`src/rsc_pkg.sv`:
```
package rsc_pkg;
   // register indices; byte address is four times the index
   localparam logic [9:0] RSC_IDX_DBLR  = 10'h019;
   localparam logic [9:0] RSC_IDX_TRIG  = 10'h061;
   localparam logic [9:0] RSC_IDX_LEN0  = 10'h064;
   localparam logic [9:0] RSC_IDX_LEN1  = 10'h068;
   localparam logic [9:0] RSC_IDX_SEQ   = 10'h069;
   localparam logic [9:0] RSC_IDX_SCALE = 10'h06a;
   localparam logic [9:0] RSC_IDX_LOCK  = 10'h06e;
   localparam logic [9:0] RSC_IDX_CAP   = 10'h06f;
   localparam logic [9:0] RSC_IDX_AMP   = 10'h070;
   localparam logic [9:0] RSC_IDX_CTRL  = 10'h080;

   // field positions
   localparam int RSC_TRIGA_LSB  = 3;
   localparam int RSC_TRIGB_LSB  = 7;
   localparam int RSC_DLY_LSB    = 6;
   localparam int RSC_MANUAL_BIT = 5;
   localparam int RSC_SUCC_BIT   = 4;
   localparam int RSC_CAL_BIT    = 4;
   localparam int RSC_LOCK_LSB   = 9;
   localparam int RSC_CORE_LSB   = 5;

   // reset values
   localparam logic [15:0] RSC_DBLR_RST  = 16'h0000;
   localparam logic [2:0]  RSC_SCALE_RST = 3'h7;
   localparam logic [1:0]  RSC_LOCK_RST  = 2'h0;
   localparam logic [2:0]  RSC_CORE_RST  = 3'h0;
   localparam logic [7:0]  RSC_CAP_RST   = 8'hb7;
   localparam logic [8:0]  RSC_AMP_RST   = 9'h0aa;

   // trigger source codes
   localparam logic [3:0] RSC_TRG_OFF      = 4'h0;
   localparam logic [3:0] RSC_TRG_CLK_RISE = 4'h1;
   localparam logic [3:0] RSC_TRG_DIR_RISE = 4'h2;
   localparam logic [3:0] RSC_TRG_ALWAYS   = 4'h4;
   localparam logic [3:0] RSC_TRG_CLK_FALL = 4'h9;
   localparam logic [3:0] RSC_TRG_DIR_FALL = 4'ha;

   // second ramp advance sources
   localparam logic [1:0] RSC_ADV_LEN = 2'h0;
   localparam logic [1:0] RSC_ADV_A   = 2'h1;
   localparam logic [1:0] RSC_ADV_B   = 2'h2;
   localparam logic [1:0] RSC_ADV_RSV = 2'h3;

   localparam logic [1:0] RSC_RESP_OKAY   = 2'h0;
   localparam logic [1:0] RSC_RESP_SLVERR = 2'h2;

   typedef enum logic [1:0] {
      RSC_IDLE   = 2'h0,
      RSC_FIRST  = 2'h1,
      RSC_SECOND = 2'h2,
      RSC_CAL    = 2'h3
   } rsc_state_t;

   typedef struct packed {
      logic [2:0] core;
      logic [7:0] cap;
      logic [8:0] amp;
   } rsc_cal_t;
endpackage

```
`src/rsc_ramp_seq.sv`:
```
// The AXI4-Lite register port was left to the implementer.
module rsc_ramp_seq (
   input  wire logic              clk,
   input  wire logic              rst,
   input  wire logic [11:0]       awaddr,
   input  wire logic              awvalid,
   output      logic              awready,
   input  wire logic [31:0]       wdata,
   input  wire logic [3:0]        wstrb,
   input  wire logic              wvalid,
   output      logic              wready,
   output      logic [1:0]        bresp,
   output      logic              bvalid,
   input  wire logic              bready,
   input  wire logic [11:0]       araddr,
   input  wire logic              arvalid,
   output      logic              arready,
   output      logic [31:0]       rdata,
   output      logic [1:0]        rresp,
   output      logic              rvalid,
   input  wire logic              rready,
   input  wire logic              rampClockPin,
   input  wire logic              rampDirectionPin,
   input  wire logic [1:0]        tuneLockStatus,
   input  wire logic              calDone,
   input  wire rsc_pkg::rsc_cal_t calResult,
   output      logic              calStart,
   output rsc_pkg::rsc_state_t    rampState,
   output      logic              manualMode,
   output      logic [15:0]       doublerBiasSetting
);
   // writable configuration
   logic [15:0]         dblr_reg;
   logic [3:0]          trigA_reg;
   logic [3:0]          trigB_reg;
   logic [15:0]         len0_reg;
   logic [15:0]         len1_reg;
   logic [9:0]          calDelayCount_reg;
   logic                successor_reg;
   logic [1:0]          advSource_reg;
   logic                postCal_reg;
   logic [2:0]          scale_reg;
   logic                rampEnable_reg;
   // readback
   logic [1:0]          lock_reg;
   rsc_pkg::rsc_cal_t   chosen_reg;
   // bus holding state
   logic [9:0]          wrIdx_reg;
   logic [31:0]         wrData_reg;
   logic [3:0]          wrStrb_reg;
   // sequencer
   rsc_pkg::rsc_state_t state_reg;
   rsc_pkg::rsc_state_t state_next;
   rsc_pkg::rsc_state_t target_reg;
   rsc_pkg::rsc_state_t target_next;
   logic [15:0]         lenCnt_reg;
   logic [16:0]         delay_reg;
   logic                calSeen_reg;
   logic                clkPrev_reg;
   logic                dirPrev_reg;
   logic                trigA;
   logic                trigB;
   logic                advance;
   logic                rampDone;
   logic                wrCommit;
   logic [31:0]         rdWord;
   logic                rdErr;

   function automatic logic trigHit(input logic [3:0] code, input logic ck, input logic ckP,
                                    input logic dr, input logic drP);
      unique case (code)
         rsc_pkg::RSC_TRG_CLK_RISE: trigHit = ck & ~ckP;
         rsc_pkg::RSC_TRG_DIR_RISE: trigHit = dr & ~drP;
         rsc_pkg::RSC_TRG_ALWAYS:   trigHit = 1'b1;
         rsc_pkg::RSC_TRG_CLK_FALL: trigHit = ~ck & ckP;
         rsc_pkg::RSC_TRG_DIR_FALL: trigHit = ~dr & drP;
         default:                   trigHit = 1'b0;
      endcase
   endfunction

   function automatic logic [15:0] merge(input logic [15:0] old, input logic [31:0] d, input logic [3:0] s);
      merge = {s[1] ? d[15:8] : old[15:8], s[0] ? d[7:0] : old[7:0]};
   endfunction

   // ---------------- write channel ----------------
   // address and data are taken independently; the write lands once both are held
   assign wrCommit = ~awready & ~wready & ~bvalid;

   always_ff @(posedge clk or posedge rst) begin
      if (rst) begin
         awready   <= 1'b1;
         wready    <= 1'b1;
         bvalid    <= 1'b0;
         bresp     <= rsc_pkg::RSC_RESP_OKAY;
         wrIdx_reg <= 10'h000;
         wrData_reg <= 32'h0000_0000;
         wrStrb_reg <= 4'h0;
      end else begin
         if (awvalid && awready) begin
            awready   <= 1'b0;
            wrIdx_reg <= awaddr[11:2];
         end
         if (wvalid && wready) begin
            wready     <= 1'b0;
            wrData_reg <= wdata;
            wrStrb_reg <= wstrb;
         end
         if (wrCommit) begin
            bvalid <= 1'b1;
            unique case (wrIdx_reg)
               rsc_pkg::RSC_IDX_DBLR, rsc_pkg::RSC_IDX_TRIG, rsc_pkg::RSC_IDX_LEN0,
               rsc_pkg::RSC_IDX_LEN1, rsc_pkg::RSC_IDX_SEQ, rsc_pkg::RSC_IDX_SCALE,
               rsc_pkg::RSC_IDX_CTRL, rsc_pkg::RSC_IDX_LOCK, rsc_pkg::RSC_IDX_CAP,
               rsc_pkg::RSC_IDX_AMP: bresp <= rsc_pkg::RSC_RESP_OKAY;
               default:              bresp <= rsc_pkg::RSC_RESP_SLVERR;
            endcase
         end
         if (bvalid && bready) begin
            bvalid  <= 1'b0;
            awready <= 1'b1;
            wready  <= 1'b1;
         end
      end
   end

   // read-only indices fall through: the write is acknowledged but changes nothing
   always_ff @(posedge clk or posedge rst) begin
      if (rst) begin
         dblr_reg          <= rsc_pkg::RSC_DBLR_RST;
         trigA_reg         <= rsc_pkg::RSC_TRG_OFF;
         trigB_reg         <= rsc_pkg::RSC_TRG_OFF;
         len0_reg          <= 16'h0000;
         len1_reg          <= 16'h0000;
         calDelayCount_reg <= 10'h000;
         manualMode        <= 1'b0;
         successor_reg     <= 1'b0;
         advSource_reg     <= rsc_pkg::RSC_ADV_LEN;
         postCal_reg       <= 1'b0;
         scale_reg         <= rsc_pkg::RSC_SCALE_RST;
         rampEnable_reg    <= 1'b0;
      end else if (wrCommit) begin
         unique case (wrIdx_reg)
            rsc_pkg::RSC_IDX_DBLR: dblr_reg <= merge(dblr_reg, wrData_reg, wrStrb_reg);
            rsc_pkg::RSC_IDX_TRIG: begin
               if (wrStrb_reg[0]) begin
                  trigA_reg <= wrData_reg[rsc_pkg::RSC_TRIGA_LSB +: 4];
               end
               // trigger B straddles both low byte lanes, so it lands only when both are strobed
               if (wrStrb_reg[0] && wrStrb_reg[1]) begin
                  trigB_reg <= wrData_reg[rsc_pkg::RSC_TRIGB_LSB +: 4];
               end
            end
            rsc_pkg::RSC_IDX_LEN0: len0_reg <= merge(len0_reg, wrData_reg, wrStrb_reg);
            rsc_pkg::RSC_IDX_LEN1: len1_reg <= merge(len1_reg, wrData_reg, wrStrb_reg);
            rsc_pkg::RSC_IDX_SEQ: begin
               if (wrStrb_reg[0]) begin
                  manualMode    <= wrData_reg[rsc_pkg::RSC_MANUAL_BIT];
                  successor_reg <= wrData_reg[rsc_pkg::RSC_SUCC_BIT];
                  advSource_reg <= wrData_reg[1:0];
               end
               if (wrStrb_reg[0] && wrStrb_reg[1]) begin
                  calDelayCount_reg <= wrData_reg[rsc_pkg::RSC_DLY_LSB +: 10];
               end
            end
            rsc_pkg::RSC_IDX_SCALE: begin
               if (wrStrb_reg[0]) begin
                  postCal_reg <= wrData_reg[rsc_pkg::RSC_CAL_BIT];
                  scale_reg   <= wrData_reg[2:0];
               end
            end
            rsc_pkg::RSC_IDX_CTRL: begin
               if (wrStrb_reg[0]) begin
                  rampEnable_reg <= wrData_reg[0];
               end
            end
            default: ;
         endcase
      end
   end

   assign doublerBiasSetting = dblr_reg;

   // ---------------- read channel ----------------
   always_comb begin
      rdWord = 32'h0000_0000;
      rdErr  = 1'b0;
      unique case (araddr[11:2])
         rsc_pkg::RSC_IDX_DBLR:  rdWord[15:0] = dblr_reg;
         rsc_pkg::RSC_IDX_TRIG: begin
            rdWord[rsc_pkg::RSC_TRIGA_LSB +: 4] = trigA_reg;
            rdWord[rsc_pkg::RSC_TRIGB_LSB +: 4] = trigB_reg;
         end
         rsc_pkg::RSC_IDX_LEN0:  rdWord[15:0] = len0_reg;
         rsc_pkg::RSC_IDX_LEN1:  rdWord[15:0] = len1_reg;
         rsc_pkg::RSC_IDX_SEQ: begin
            rdWord[rsc_pkg::RSC_DLY_LSB +: 10]  = calDelayCount_reg;
            rdWord[rsc_pkg::RSC_MANUAL_BIT]     = manualMode;
            rdWord[rsc_pkg::RSC_SUCC_BIT]       = successor_reg;
            rdWord[1:0]                         = advSource_reg;
         end
         rsc_pkg::RSC_IDX_SCALE: begin
            rdWord[rsc_pkg::RSC_CAL_BIT] = postCal_reg;
            rdWord[2:0]                  = scale_reg;
         end
         rsc_pkg::RSC_IDX_LOCK: begin
            rdWord[rsc_pkg::RSC_LOCK_LSB +: 2] = lock_reg;
            rdWord[rsc_pkg::RSC_CORE_LSB +: 3] = chosen_reg.core;
         end
         rsc_pkg::RSC_IDX_CAP:   rdWord[7:0] = chosen_reg.cap;
         rsc_pkg::RSC_IDX_AMP:   rdWord[8:0] = chosen_reg.amp;
         rsc_pkg::RSC_IDX_CTRL: begin
            rdWord[0]   = rampEnable_reg;
            rdWord[9:8] = state_reg;
         end
         default:                rdErr = 1'b1;
      endcase
   end

   always_ff @(posedge clk or posedge rst) begin
      if (rst) begin
         arready <= 1'b1;
         rvalid  <= 1'b0;
         rdata   <= 32'h0000_0000;
         rresp   <= rsc_pkg::RSC_RESP_OKAY;
      end else if (arvalid && arready) begin
         arready <= 1'b0;
         rvalid  <= 1'b1;
         rdata   <= rdWord;
         rresp   <= rdErr ? rsc_pkg::RSC_RESP_SLVERR : rsc_pkg::RSC_RESP_OKAY;
      end else if (rvalid && rready) begin
         rvalid  <= 1'b0;
         arready <= 1'b1;
      end
   end

   // ---------------- readback capture ----------------
   always_ff @(posedge clk or posedge rst) begin
      if (rst) begin
         lock_reg        <= rsc_pkg::RSC_LOCK_RST;
         chosen_reg.core <= rsc_pkg::RSC_CORE_RST;
         chosen_reg.cap  <= rsc_pkg::RSC_CAP_RST;
         chosen_reg.amp  <= rsc_pkg::RSC_AMP_RST;
      end else begin
         lock_reg <= tuneLockStatus;
         if (calDone) begin
            chosen_reg <= calResult;
         end
      end
   end

   // ---------------- triggers ----------------
   always_ff @(posedge clk or posedge rst) begin
      if (rst) begin
         clkPrev_reg <= 1'b0;
         dirPrev_reg <= 1'b0;
      end else begin
         clkPrev_reg <= rampClockPin;
         dirPrev_reg <= rampDirectionPin;
      end
   end

   assign trigA = trigHit(trigA_reg, rampClockPin, clkPrev_reg, rampDirectionPin, dirPrev_reg);
   assign trigB = trigHit(trigB_reg, rampClockPin, clkPrev_reg, rampDirectionPin, dirPrev_reg);

   // reserved source never advances, so the second ramp holds until reconfigured
   always_comb begin
      unique case (advSource_reg)
         rsc_pkg::RSC_ADV_LEN: advance = (lenCnt_reg == len1_reg);
         rsc_pkg::RSC_ADV_A:   advance = trigA;
         rsc_pkg::RSC_ADV_B:   advance = trigB;
         rsc_pkg::RSC_ADV_RSV: advance = 1'b0;
      endcase
   end

   // ---------------- sequencer ----------------
   always_comb begin
      state_next  = state_reg;
      target_next = target_reg;
      rampDone    = 1'b0;
      unique case (state_reg)
         rsc_pkg::RSC_IDLE: if (rampEnable_reg) state_next = rsc_pkg::RSC_FIRST;
         rsc_pkg::RSC_FIRST: begin
            if (lenCnt_reg == len0_reg) begin
               rampDone    = 1'b1;
               target_next = rsc_pkg::RSC_SECOND;
            end
         end
         rsc_pkg::RSC_SECOND: begin
            if (advance) begin
               rampDone    = 1'b1;
               target_next = successor_reg ? rsc_pkg::RSC_SECOND : rsc_pkg::RSC_FIRST;
            end
         end
         rsc_pkg::RSC_CAL: begin
            if (delay_reg == 17'h0_0000 && calSeen_reg) state_next = target_reg;
         end
      endcase
      if (rampDone) begin
         state_next = postCal_reg ? rsc_pkg::RSC_CAL : target_next;
      end
      if (!rampEnable_reg) begin
         state_next = rsc_pkg::RSC_IDLE;
      end
   end

   always_ff @(posedge clk or posedge rst) begin
      if (rst) begin
         state_reg  <= rsc_pkg::RSC_IDLE;
         target_reg <= rsc_pkg::RSC_FIRST;
         lenCnt_reg <= 16'h0000;
      end else begin
         state_reg  <= state_next;
         target_reg <= target_next;
         // length counter restarts on every ramp entry, including a repeat of the same ramp
         if (rampDone || state_reg != state_next) lenCnt_reg <= 16'h0000;
         else lenCnt_reg <= lenCnt_reg + 16'h0001;
      end
   end

   assign rampState = state_reg;

   // calibration pacing: the delay floor and the real completion must both be met
   always_ff @(posedge clk or posedge rst) begin
      if (rst) begin
         calStart    <= 1'b0;
         delay_reg   <= 17'h0_0000;
         calSeen_reg <= 1'b0;
      end else begin
         calStart <= rampDone && postCal_reg && rampEnable_reg;
         if (rampDone && postCal_reg) begin
            delay_reg   <= 17'({7'h00, calDelayCount_reg} << scale_reg);
            calSeen_reg <= 1'b0;
         end else begin
            if (delay_reg != 17'h0_0000) delay_reg <= delay_reg - 17'h0_0001;
            if (calDone) calSeen_reg <= 1'b1;
         end
      end
   end
endmodule

```
`config.mk`:
```
export PLATFORM = sky130hd
export DESIGN_NAME = rsc_ramp_seq
export DESIGN_NICKNAME = d
export VERILOG_FILES = /design/src/rsc_pkg.sv /design/src/rsc_ramp_seq.sv
export SDC_FILE = /design/constraint.sdc
export NUM_CORES = 1
export LEC_CHECK = 0
export ABC_AREA = 1
export BUFFER_PORTS_ARGS = -buffer_cell sky130_fd_sc_hd__buf_2
export CORE_ASPECT_RATIO = 0.7
export CORE_MARGIN = 5
export CORE_UTILIZATION = 29
export CTS_CLUSTER_SIZE = 14
export DETAILED_ROUTE_END_ITERATION = 8
export GPL_TIMING_DRIVEN = 0
export MAX_ROUTING_LAYER = met4
export PLACE_DENSITY = 0.5
export REMOVE_ABC_BUFFERS = 1
export SETUP_SLACK_MARGIN = 0.1
export SKIP_CTS_REPAIR_TIMING = 1
export SLEW_MARGIN = 10
export SYNTH_ARGS = -nofsm -noshare
export SYNTH_HDL_FRONTEND = slang
export SYNTH_SLANG_ARGS = --single-unit
```
`constraint.sdc`:
```
create_clock -name clk -period 6.2 [get_ports clk]
set_clock_uncertainty 0.1 [all_clocks]
set_input_delay 1.24 -clock clk [delete_from_list [all_inputs] [get_ports clk]]
set_output_delay 1.24 -clock clk [all_outputs]
set_load 0.05 [all_outputs]
```
==> impl_metrics.json, run 1 <==
{
  "mostFrequentLayoutCells": "nand2_1, dfrtp_1, o21ai_0, inv_1, nor2_1",
  "grt_antenna_before_repair": 1,
  "syn_avg_cell_area_um2": 7.99,
  "hpwl_mm": 23.3,
  "drive_gt1_frac": 0.168,
  "status": "completed",
  "die-width_um": 231,
  "async_reset_ff_frac": 1.00,
  "grt_overflow": 0,
  "synth_seq_cells": 189,
  "combPwrFrac": 0.233,
  "syn-cell-area_um2": 9910,
  "cp.required_ns": 6.45,
  "grt_max_degree": 106,
  "rsz0062_at_grt": "no",
  "endpoint_kind": "flip-flop",
  "max_slew_margin": 0.181,
  "maxCapViolCount": 0,
  "coreArea_um2": 33600,
  "max_freq_mhz": 286,
  "num_rows": 56,
  "grt_pass1_wl_mm": 47.4,
  "drtIter0Drc": 746,
  "drc": 0,
  "vdd_drop_max_mv": 0.214,
  "gp_congestion": 0.892,
  "avgViaCountPerCell": 4.71,
  "layout_commonest_cell": "nand2_1",
  "clkPwrFrac": 0.314,
  "yosysWarnings": 0,
  "switching_share": 0.356,
  "placed_cell_area_um2": 10800,
  "hold_viol": 0,
  "wl_mm": 30.7,
  "nets": 1435,
  "die_area_um2": 38000,
  "clk_latency_ns": 0.45,
  "synthFlopType": "dfrtp_1",
  "clkTransAtPathRegs_ns": 0.07,
  "tritoncts": "done",
  "period_needed_ns": 3.50,
  "cts-htree-levels": 4,
  "synth_cell_type_count": 43,
  "fillers": 3590,
  "io_pins": 153,
  "crit_arrival_ns": 3.75,
  "syn_inst": 1239,
  "postRouteAntennaNets": 0,
  "grt_pass1_vias": 8004,
  "power.internal_mw": 2.21,
  "crit_type": "in2reg",
  "setup_viol": 0,
  "die_y_um": 165,
  "cts_buffers": 17,
  "report.final.slew_viol_count": 0,
  "crit_path_start_kind": "input pin",
  "p_seq_frac": 0.454,
  "final_area_um2": 11400,
  "timing.hold.ws_ns": 0.375,
  "power_per_cell_area_nw_per_um2": 302,
  "leakagePower_nw": 5.55,
  "num_vias": 8413,
  "hold_class": "reg2reg",
  "largest_reg_flops": 20,
  "worstPathMaxFanout": 7,
  "area_growth_pct": 15.0,
  "max_slew.worst_pin.slew_ns": 1.22,
  "cts_sinks": 189,
  "portBuffers": 112,
  "globalRouteTotalUtil": 0.169,
  "synth_edf_count": 0,
  "post_drt_wl_per_cell_um": 17.2,
  "ys_seq_area_frac": 0.480,
  "first_pass_iters": 5,
  "clk_path_buf_depth": 2,
  "start_util": 0.295,
  "fin_crit_sh": 0.564,
  "p_sw_mw": 1.22,
  "root_buffer": "clkbuf_16"
}
==> per-layer routing <==
metal	wire, µm	vias to the layer above	track usage
li1	-	4188	-
met1	16100	3987	0.255
met2	12400	219	0.228
met3	2000	19	0.0431
met4	273	0	0.0313
met5	0	-	-
==> final timing paths <==
path                            cells past startpoint  slack (ns)          start            to
worst max-delay path                               10        2.70      araddr[9]      rdata[7]
worst min-delay path                                2        0.37      rdata[11]     rdata[11]
worst max register to register                     12        3.04  lenCnt_reg[5]  delay_reg[1]
worst min register to register                      2        0.37      rdata[11]     rdata[11]
max in group asynchronous                           3        4.25            rst   len1_reg[8]
min in group asynchronous                           2        0.78            rst        rvalid
==> cell type report <==
type                            count  area [µm²]  share of cell area
Timing Repair Buffer              113         588              0.0516
Tap cell                          435         544              0.0478
Multi-Input combinational cell    849        4310               0.378
Antenna cell                        1        2.50            0.000220
Sequential cell                   189        4750               0.417
Inverter                          167         634              0.0557
Clock buffer                       23         478              0.0420
Clock inverter                      9        85.1             0.00747
==> metrics by stage <==
step / setup TNS [ns] / util / instances / worst slack (ns) / power (mW)
after detailed placement: 0 / 0.322 / 1753 / 2.30 / 2.38
after global placement: -504.15 / 0.321 / 1752 / -2.89 / 2.37
after floorplan: -43.69 / - / 1205 / -0.254 / 2.10
final: 0 / 0.339 / 1786 / 2.70 / 3.43
after CTS: 0 / 0.339 / 1785 / 2.77 / 3.47
after global routing: 0 / 0.339 / 1786 / 2.55 / 3.63
==> critical path, stage by stage <==
cell and delay [ns]:
buf_2 0.12, inv_1 0.07, nand3_1 0.11, nor2_1 0.38, inv_1 0.12, nor4_1 0.94, a22oi_1 0.37, nand3_1 0.20
a21oi_1 0.05, o21ai_0 0.15
==> synthesized netlist by cell type, types with 8 or more instances <==
| cell type | instances | area [µm²] |
|---|---|---|
| xor2_1 | 23 | 201 |
| nand2_2 | 8 | 50.1 |
| nor3_1 | 21 | 105 |
| dfstp_2 | 17 | 447 |
| nand3_1 | 45 | 225 |
| clkbuf_1 | 23 | 86.3 |
| nor3_2 | 11 | 110 |
| o22ai_1 | 14 | 87.6 |
| xnor2_1 | 9 | 78.8 |
| dfrtp_1 | 172 | 4300 |
| nor2_1 | 114 | 428 |
| nand4_1 | 15 | 93.8 |
| inv_2 | 11 | 41.3 |
| inv_1 | 156 | 586 |
| a21oi_1 | 34 | 170 |
| mux2_2 | 18 | 203 |
| nor4_1 | 10 | 62.6 |
| o21ai_0 | 159 | 796 |
| buf_4 | 20 | 150 |
| nand2_1 | 285 | 1070 |
==> kinds of logic (layout without fill, tap and decap cells) <==
family,after synthesis,after routing,share of synthesized area
AND/OR/NAND/NOR,527,527,0.233
AO/OA/AOI/OAI,244,244,0.134
buffers and inverters,218,312,0.0923
flip-flops,189,189,0.480
XOR/XNOR,32,32,0.0283
multiplexers,22,22,0.0245
adder cells (fa/ha/maj),6,6,0.00758
other,1,19,0.000379
==> power groups by stage <==
stage | combinational [mW] | sequential, mW | clock (mW)
2_1_floorplan | 0.425 | 1.67 | 0
4_1_cts | 0.808 | 1.56 | 1.11
6_report | 0.799 | 1.56 | 1.08
5_1_grt | 0.888 | 1.58 | 1.16
3_5_place_dp | 0.805 | 1.58 | 0
3_3_place_gp | 0.793 | 1.58 | 0
No activity file was read; power rests on OpenSTA's default activity.
==> run 2, diff against run 1 <==
--- a/config.mk
+++ b/config.mk
@@ -14,7 +14,7 @@
 export DETAILED_ROUTE_END_ITERATION = 8
 export GPL_TIMING_DRIVEN = 0
 export MAX_ROUTING_LAYER = met4
-export PLACE_DENSITY = 0.5
+export PLACE_DENSITY = 0.48
 export REMOVE_ABC_BUFFERS = 1
 export SETUP_SLACK_MARGIN = 0.1
 export SKIP_CTS_REPAIR_TIMING = 1
==> constraint.sdc (replaced) <==
create_clock -name clk -period 3.65 [get_ports clk]
set_clock_uncertainty 0.1 [all_clocks]
set_input_delay 0.73 -clock clk [delete_from_list [all_inputs] [get_ports clk]]
set_output_delay 0.73 -clock clk [all_outputs]
set_load 0.05 [all_outputs]
==> run 2 against run 1 <==
Clock power grew 74%. Global-route usage increased by 0.17 points. Utilization rose by 0.16 points. Critical path depth up 2. Via count grew 0.23%. Critical endpoint is now delay_reg[10].
==> impl_metrics.json, run 2 (synthesized netlist as in run 1, its figures left out) <==
{
  "status": "completed",
  "rsz0062_at_grt": "no",
  "hold_class": "in2async",
  "fin_cells": 1786,
  "die_y_um": 165,
  "cts_sinks": 189,
  "report.final.slew_viol_count": 0,
  "largest_reg_flops": 20,
  "grt_antenna_before_repair": 0,
  "root_buffer": "clkbuf_16",
  "worstPathMaxFanout": 27,
  "hpwl_mm": 23.7,
  "setup_viol": 0,
  "combPwrFrac": 0.232,
  "drc": 0,
  "critPathBufInv": 2,
  "rr_worst_depth": 12,
  "crit_type": "reg2reg",
  "regToRegStartpoint": "lenCnt_reg[12]",
  "postRouteAntennaNets": 0,
  "gp_congestion": 0.887,
  "power_per_cell_area_nw_per_um2": 515,
  "portBuffers": 112,
  "post_drt_wl_per_cell_um": 17.4,
  "power.internal_mw": 3.84,
  "vdd_drop_max_mv": 0.380,
  "die_area_um2": 38000,
  "antennaDiodeCount": 0,
  "maxCapViolCount": 0,
  "path_delay_family": "simple AND/OR/NAND/NOR gates",
  "area_growth_pct": 15.5,
  "die-width_um": 231,
  "io_pins": 153,
  "period_needed_ns": 3.17,
  "crit_path_start_kind": "flip-flop",
  "regToRegSetupSlack_ns": 0.48,
  "grt_pass1_vias": 8007,
  "cp_slowest_stage_delay_ns": 0.46,
  "nets": 1436,
  "endpoint_kind": "flip-flop",
  "first_pass_iters": 5,
  "worstPathCellList": "xor2_1, a21oi_1, nand2_1, nor2_1, nand3_1, nand2_2, nand2_4, nor2_4, inv_2, nand2_1, inv_2, a211oi_1",
  "num_vias": 8432,
  "grt_overflow": 0,
  "fin_ws_ns": 0.475,
  "place_ws_ns": 0.311,
  "max_slew.worst_pin.slew_ns": 1.16,
  "p_sw_mw": 2.05,
  "clk_path_buf_depth": 2,
  "fillers": 3575,
  "max_slew_margin": 0.218,
  "drtIter0Drc": 615,
  "switching_share": 0.348,
  "cts-htree-levels": 4,
  "reg2reg_to": "delay_reg[10]",
  "crit_slowest_cell": "dfrtp_1",
  "leakagePower_nw": 5.58,
  "max_freq_mhz": 315,
  "num_rows": 56,
  "clkTransAtPathRegs_ns": 0.07,
  "fin_crit_sh": 0.870,
  "clkPwrFrac": 0.319,
  "placed_cells": 1754,
  "globalRouteTotalUtil": 0.170,
  "drive_gt1_frac": 0.169,
  "seq_area_um2": 4750,
  "start_util": 0.295,
  "layout_commonest_cell": "nand2_1",
  "clk_latency_ns": 0.45,
  "wl_mm": 31.1,
  "avgViaCountPerCell": 4.72,
  "cp.required_ns": 3.91,
  "final_core_util": 0.340,
  "grt_max_degree": 76,
  "power.total_mw": 5.89,
  "multi_input_area_um2": 4310,
  "mostFrequentLayoutCells": "nand2_1, dfrtp_1, o21ai_0, inv_1, nor2_1",
  "tritoncts": "done",
  "grt_pass1_wl_mm": 47.9,
  "crit_arrival_ns": 3.43,
  "cts_buffers": 17,
  "p_seq_frac": 0.449,
  "hold_viol": 0,
  "coreArea_um2": 33600
}
run 2: cell types whose count changed in the layout (fill, tap and decap cells not counted):
cell,before,now
clkbuf_8,3,7
clkinv_2,3,1
clkinvlp_4,3,1
buf_16,1,2
clkbuf_1,3,4
clkinv_4,1,0
diode_2,1,0
nand2_1,284,283
nand2_2,9,10
run 2: area by class of cell:
cell class / count / area share
Multi-Input combinational cell: 849 / 0.377
Inverter: 167 / 0.0554
Sequential cell: 189 / 0.415
Clock buffer: 28 / 0.0469
Timing Repair Buffer: 114 / 0.0538
Tap cell: 435 / 0.0476
Clock inverter: 4 / 0.00448
run 2: worst max-delay path by stage:
stage	end	slack [ns]	cells past startpoint	start
3_5_place_dp	delay_reg[10]	0.31	17	rampDirectionPin
2_1_floorplan	advSource_reg[0]	-2.29	1	rst
5_1_grt	delay_reg[10]	0.16	13	lenCnt_reg[11]
3_3_place_gp	wrData_reg[11]	-5.01	2	rst
6_report	delay_reg[10]	0.48	12	lenCnt_reg[12]
4_1_cts	delay_reg[10]	0.47	12	lenCnt_reg[15]
run 2: power by group through the flow:
stage	Combinational [mW]	Clock (mW)	Sequential [mW]
5_1_grt	1.52	2.01	2.69
6_report	1.37	1.88	2.64
4_1_cts	1.39	1.93	2.64
3_3_place_gp	1.36	0	2.67
2_1_floorplan	0.722	0	2.84
3_5_place_dp	1.38	0	2.68
run 2: metrics by stage:
stage / hold slack (ns) / cell area, µm² / setup TNS, ns
6_report: 0.180 / 11400 / 0
5_1_grt: 0.197 / 11400 / 0
4_1_cts: 0.181 / 11400 / 0
3_5_place_dp: 0.370 / 10900 / 0
3_3_place_gp: 0.363 / 10800 / -903.81
2_1_floorplan: 0.353 / 9680 / -409.32
run 2: per-layer routing:
layer  routed length [µm]  share of wire  track usage  vias up
met5                    0              0            -        -
met4                  291         0.0093       0.0324        0
met3                 1510          0.048       0.0366       19
met2                12700           0.41        0.231      178
met1                16700           0.54        0.261     4042
li1                     -              -            -     4193
run 2: worst register-to-register path, cell delays in order, from the launching register on:
cell and delay (ns):
dfrtp_1 0.46, xor2_1 0.17, a21oi_1 0.13, nand2_1 0.09, nor2_1 0.36, nand3_1 0.18
nand2_2 0.14, nand2_4 0.09, nor2_4 0.41, inv_2 0.23, nand2_1 0.40, inv_2 0.10
a211oi_1 0.23
==> run 3, diff against run 2 <==
--- a/config.mk
+++ b/config.mk
@@ -13,8 +13,6 @@
 export CTS_CLUSTER_SIZE = 14
 export DETAILED_ROUTE_END_ITERATION = 8
 export GPL_TIMING_DRIVEN = 0
-export MAX_ROUTING_LAYER = met4
-export PLACE_DENSITY = 0.48
 export REMOVE_ABC_BUFFERS = 1
 export SETUP_SLACK_MARGIN = 0.1
 export SKIP_CTS_REPAIR_TIMING = 1
==> run 3 against run 2 <==
Sequential share of layout area up 0.064 points. Sequential cell count unchanged. Die area unchanged. Via count up 1.5%. Clock-buffer cell count down 10. Non-clock buffer count down 1. Utilization down 0.052 points. Largest power group unchanged.
==> impl_metrics.json, run 3 (synthesized netlist as in run 1, its figures left out) <==
{
  "placed_cells": 1753,
  "regToRegSetupSlack_ns": 0.58,
  "grt_antenna_before_repair": 0,
  "busiest_layer": "met1",
  "power_per_cell_area_nw_per_um2": 519,
  "worstPathCellList": "buf_2, inv_1, nand3_1, nor2_1, inv_1, nor4_1, a22oi_1, nand3_1, a21oi_1, o21ai_0",
  "met1_usage": 0.238,
  "fin_cells": 1785,
  "post_drt_wl_per_cell_um": 16.7,
  "drive_gt1_frac": 0.170,
  "postRouteAntennaNets": 0,
  "multi_input_area_um2": 4310,
  "crit_type": "in2reg",
  "worstPathMaxFanout": 7,
  "path_delay_family": "simple AND/OR/NAND/NOR gates",
  "start_util": 0.295,
  "timing.hold.ws_ns": 0.243,
  "grt.met3_usage": 0.0400,
  "cp_slowest_stage_delay_ns": 1.05,
  "first_pass_iters": 7,
  "max_slew.worst_pin.slew_ns": 1.38,
  "combPwrFrac": 0.226,
  "crit_slowest_cell": "nor4_1",
  "final_core_util": 0.340,
  "p_sw_mw": 2.13,
  "report.final.slew_viol_count": 0,
  "portBuffers": 112,
  "cts_buffers": 17,
  "drc": 0,
  "use_met2": 0.234,
  "critPathBufInv": 3,
  "grt_pass1_wl_mm": 46.6,
  "cts-htree-levels": 4,
  "crit_path_start_kind": "input pin",
  "switching_share": 0.358,
  "grt_overflow": 0,
  "area_growth_pct": 15.3,
  "die-width_um": 231,
  "leakagePower_nw": 5.58,
  "power.internal_mw": 3.81,
  "tritoncts": "done",
  "vdd_drop_max_mv": 0.318,
  "period_needed_ns": 3.18,
  "maxCapViolCount": 0,
  "clkPwrFrac": 0.329,
  "root_buffer": "clkbuf_16",
  "fin_crit_sh": 0.870,
  "setup_viol": 0,
  "fillers": 3508,
  "hold_viol": 0,
  "avgViaCountPerCell": 4.79,
  "largest_reg_flops": 20,
  "num_vias": 8555,
  "layout_commonest_cell": "nand2_1",
  "io_pins": 153,
  "clkTransAtPathRegs_ns": 0.07,
  "drtIter0Drc": 834,
  "clk_path_buf_depth": 2,
  "clk_latency_ns": 0.45,
  "hpwl_mm": 22.5,
  "grt_max_degree": 116,
  "max_slew_margin": 0.0723,
  "fin_setup_tns_ns": 0,
  "crit_arrival_ns": 3.42,
  "endpoint_kind": "flip-flop",
  "cp.required_ns": 3.90,
  "rsz0062_at_grt": "no",
  "seq_area_um2": 4750,
  "antennaDiodeCount": 0,
  "p_seq_frac": 0.445,
  "globalRouteTotalUtil": 0.158,
  "die_y_um": 165,
  "gp_congestion": 0.902,
  "max_freq_mhz": 315,
  "hold_class": "in2async",
  "cts_sinks": 189,
  "wl_mm": 29.8,
  "die_area_um2": 38000,
  "coreArea_um2": 33600,
  "grt_pass1_vias": 8072,
  "status": "completed",
  "nets": 1435,
  "num_rows": 56,
  "mostFrequentLayoutCells": "nand2_1, dfrtp_1, o21ai_0, inv_1, nor2_1"
}
## run 3: cell count changes in the layout (fill, tap and decap cells not counted), sizes merged
cell and change:
inv +8, clkinv +2, clkinvlp -1, clkbuf -10
bufinv +1, buf -1
## run 3: worst paths after layout
path	cells after the start	end	start
max in group asynchronous	3	len0_reg[15]	rst
max reg2reg	13	delay_reg[10]	lenCnt_reg[14]
min	2	chosen_reg[4]	rst
min in group clk	1	lock_reg[1]	tuneLockStatus[1]
max	10	rdata[7]	araddr[9]
min reg2reg	2	rdata[13]	rdata[13]
## run 3: metal layers
| layer | vias to the layer above | wire (µm) |
|---|---|---|
| met2 | 241 | 12700 |
| met1 | 4119 | 14600 |
| met4 | 0 | 188 |
| met3 | 14 | 2250 |
| li1 | 4181 | - |
| met5 | - | 0 |
## run 3: per-stage QoR
step,power [mW],setup WS (ns),instance area [µm²]
finish,5.93,0.475,11400
global route,6.25,0.174,11400
CTS,5.96,0.544,11400
detailed placement,4.03,0.307,10800
global placement,4.00,-4.67,10800
floorplan,3.56,-2.29,9680
## run 3: cell type report
| cell class | instances | area share |
|---|---|---|
| Multi-Input combinational cell | 849 | 0.377 |
| Inverter | 167 | 0.0555 |
| Timing Repair Buffer | 113 | 0.0515 |
| Clock inverter | 14 | 0.0150 |
| Sequential cell | 189 | 0.416 |
| Tap cell | 435 | 0.0476 |
| Clock buffer | 18 | 0.0376 |
## run 3: power by group through the flow
stage               clock [mW]  combinational (mW)  sequential [mW]
finish                    1.95                1.34             2.64
CTS                       1.98                1.35             2.64
global placement             0                1.33             2.67
floorplan                    0               0.722             2.84
detailed placement           0                1.35             2.68
global route              2.07                1.49             2.69
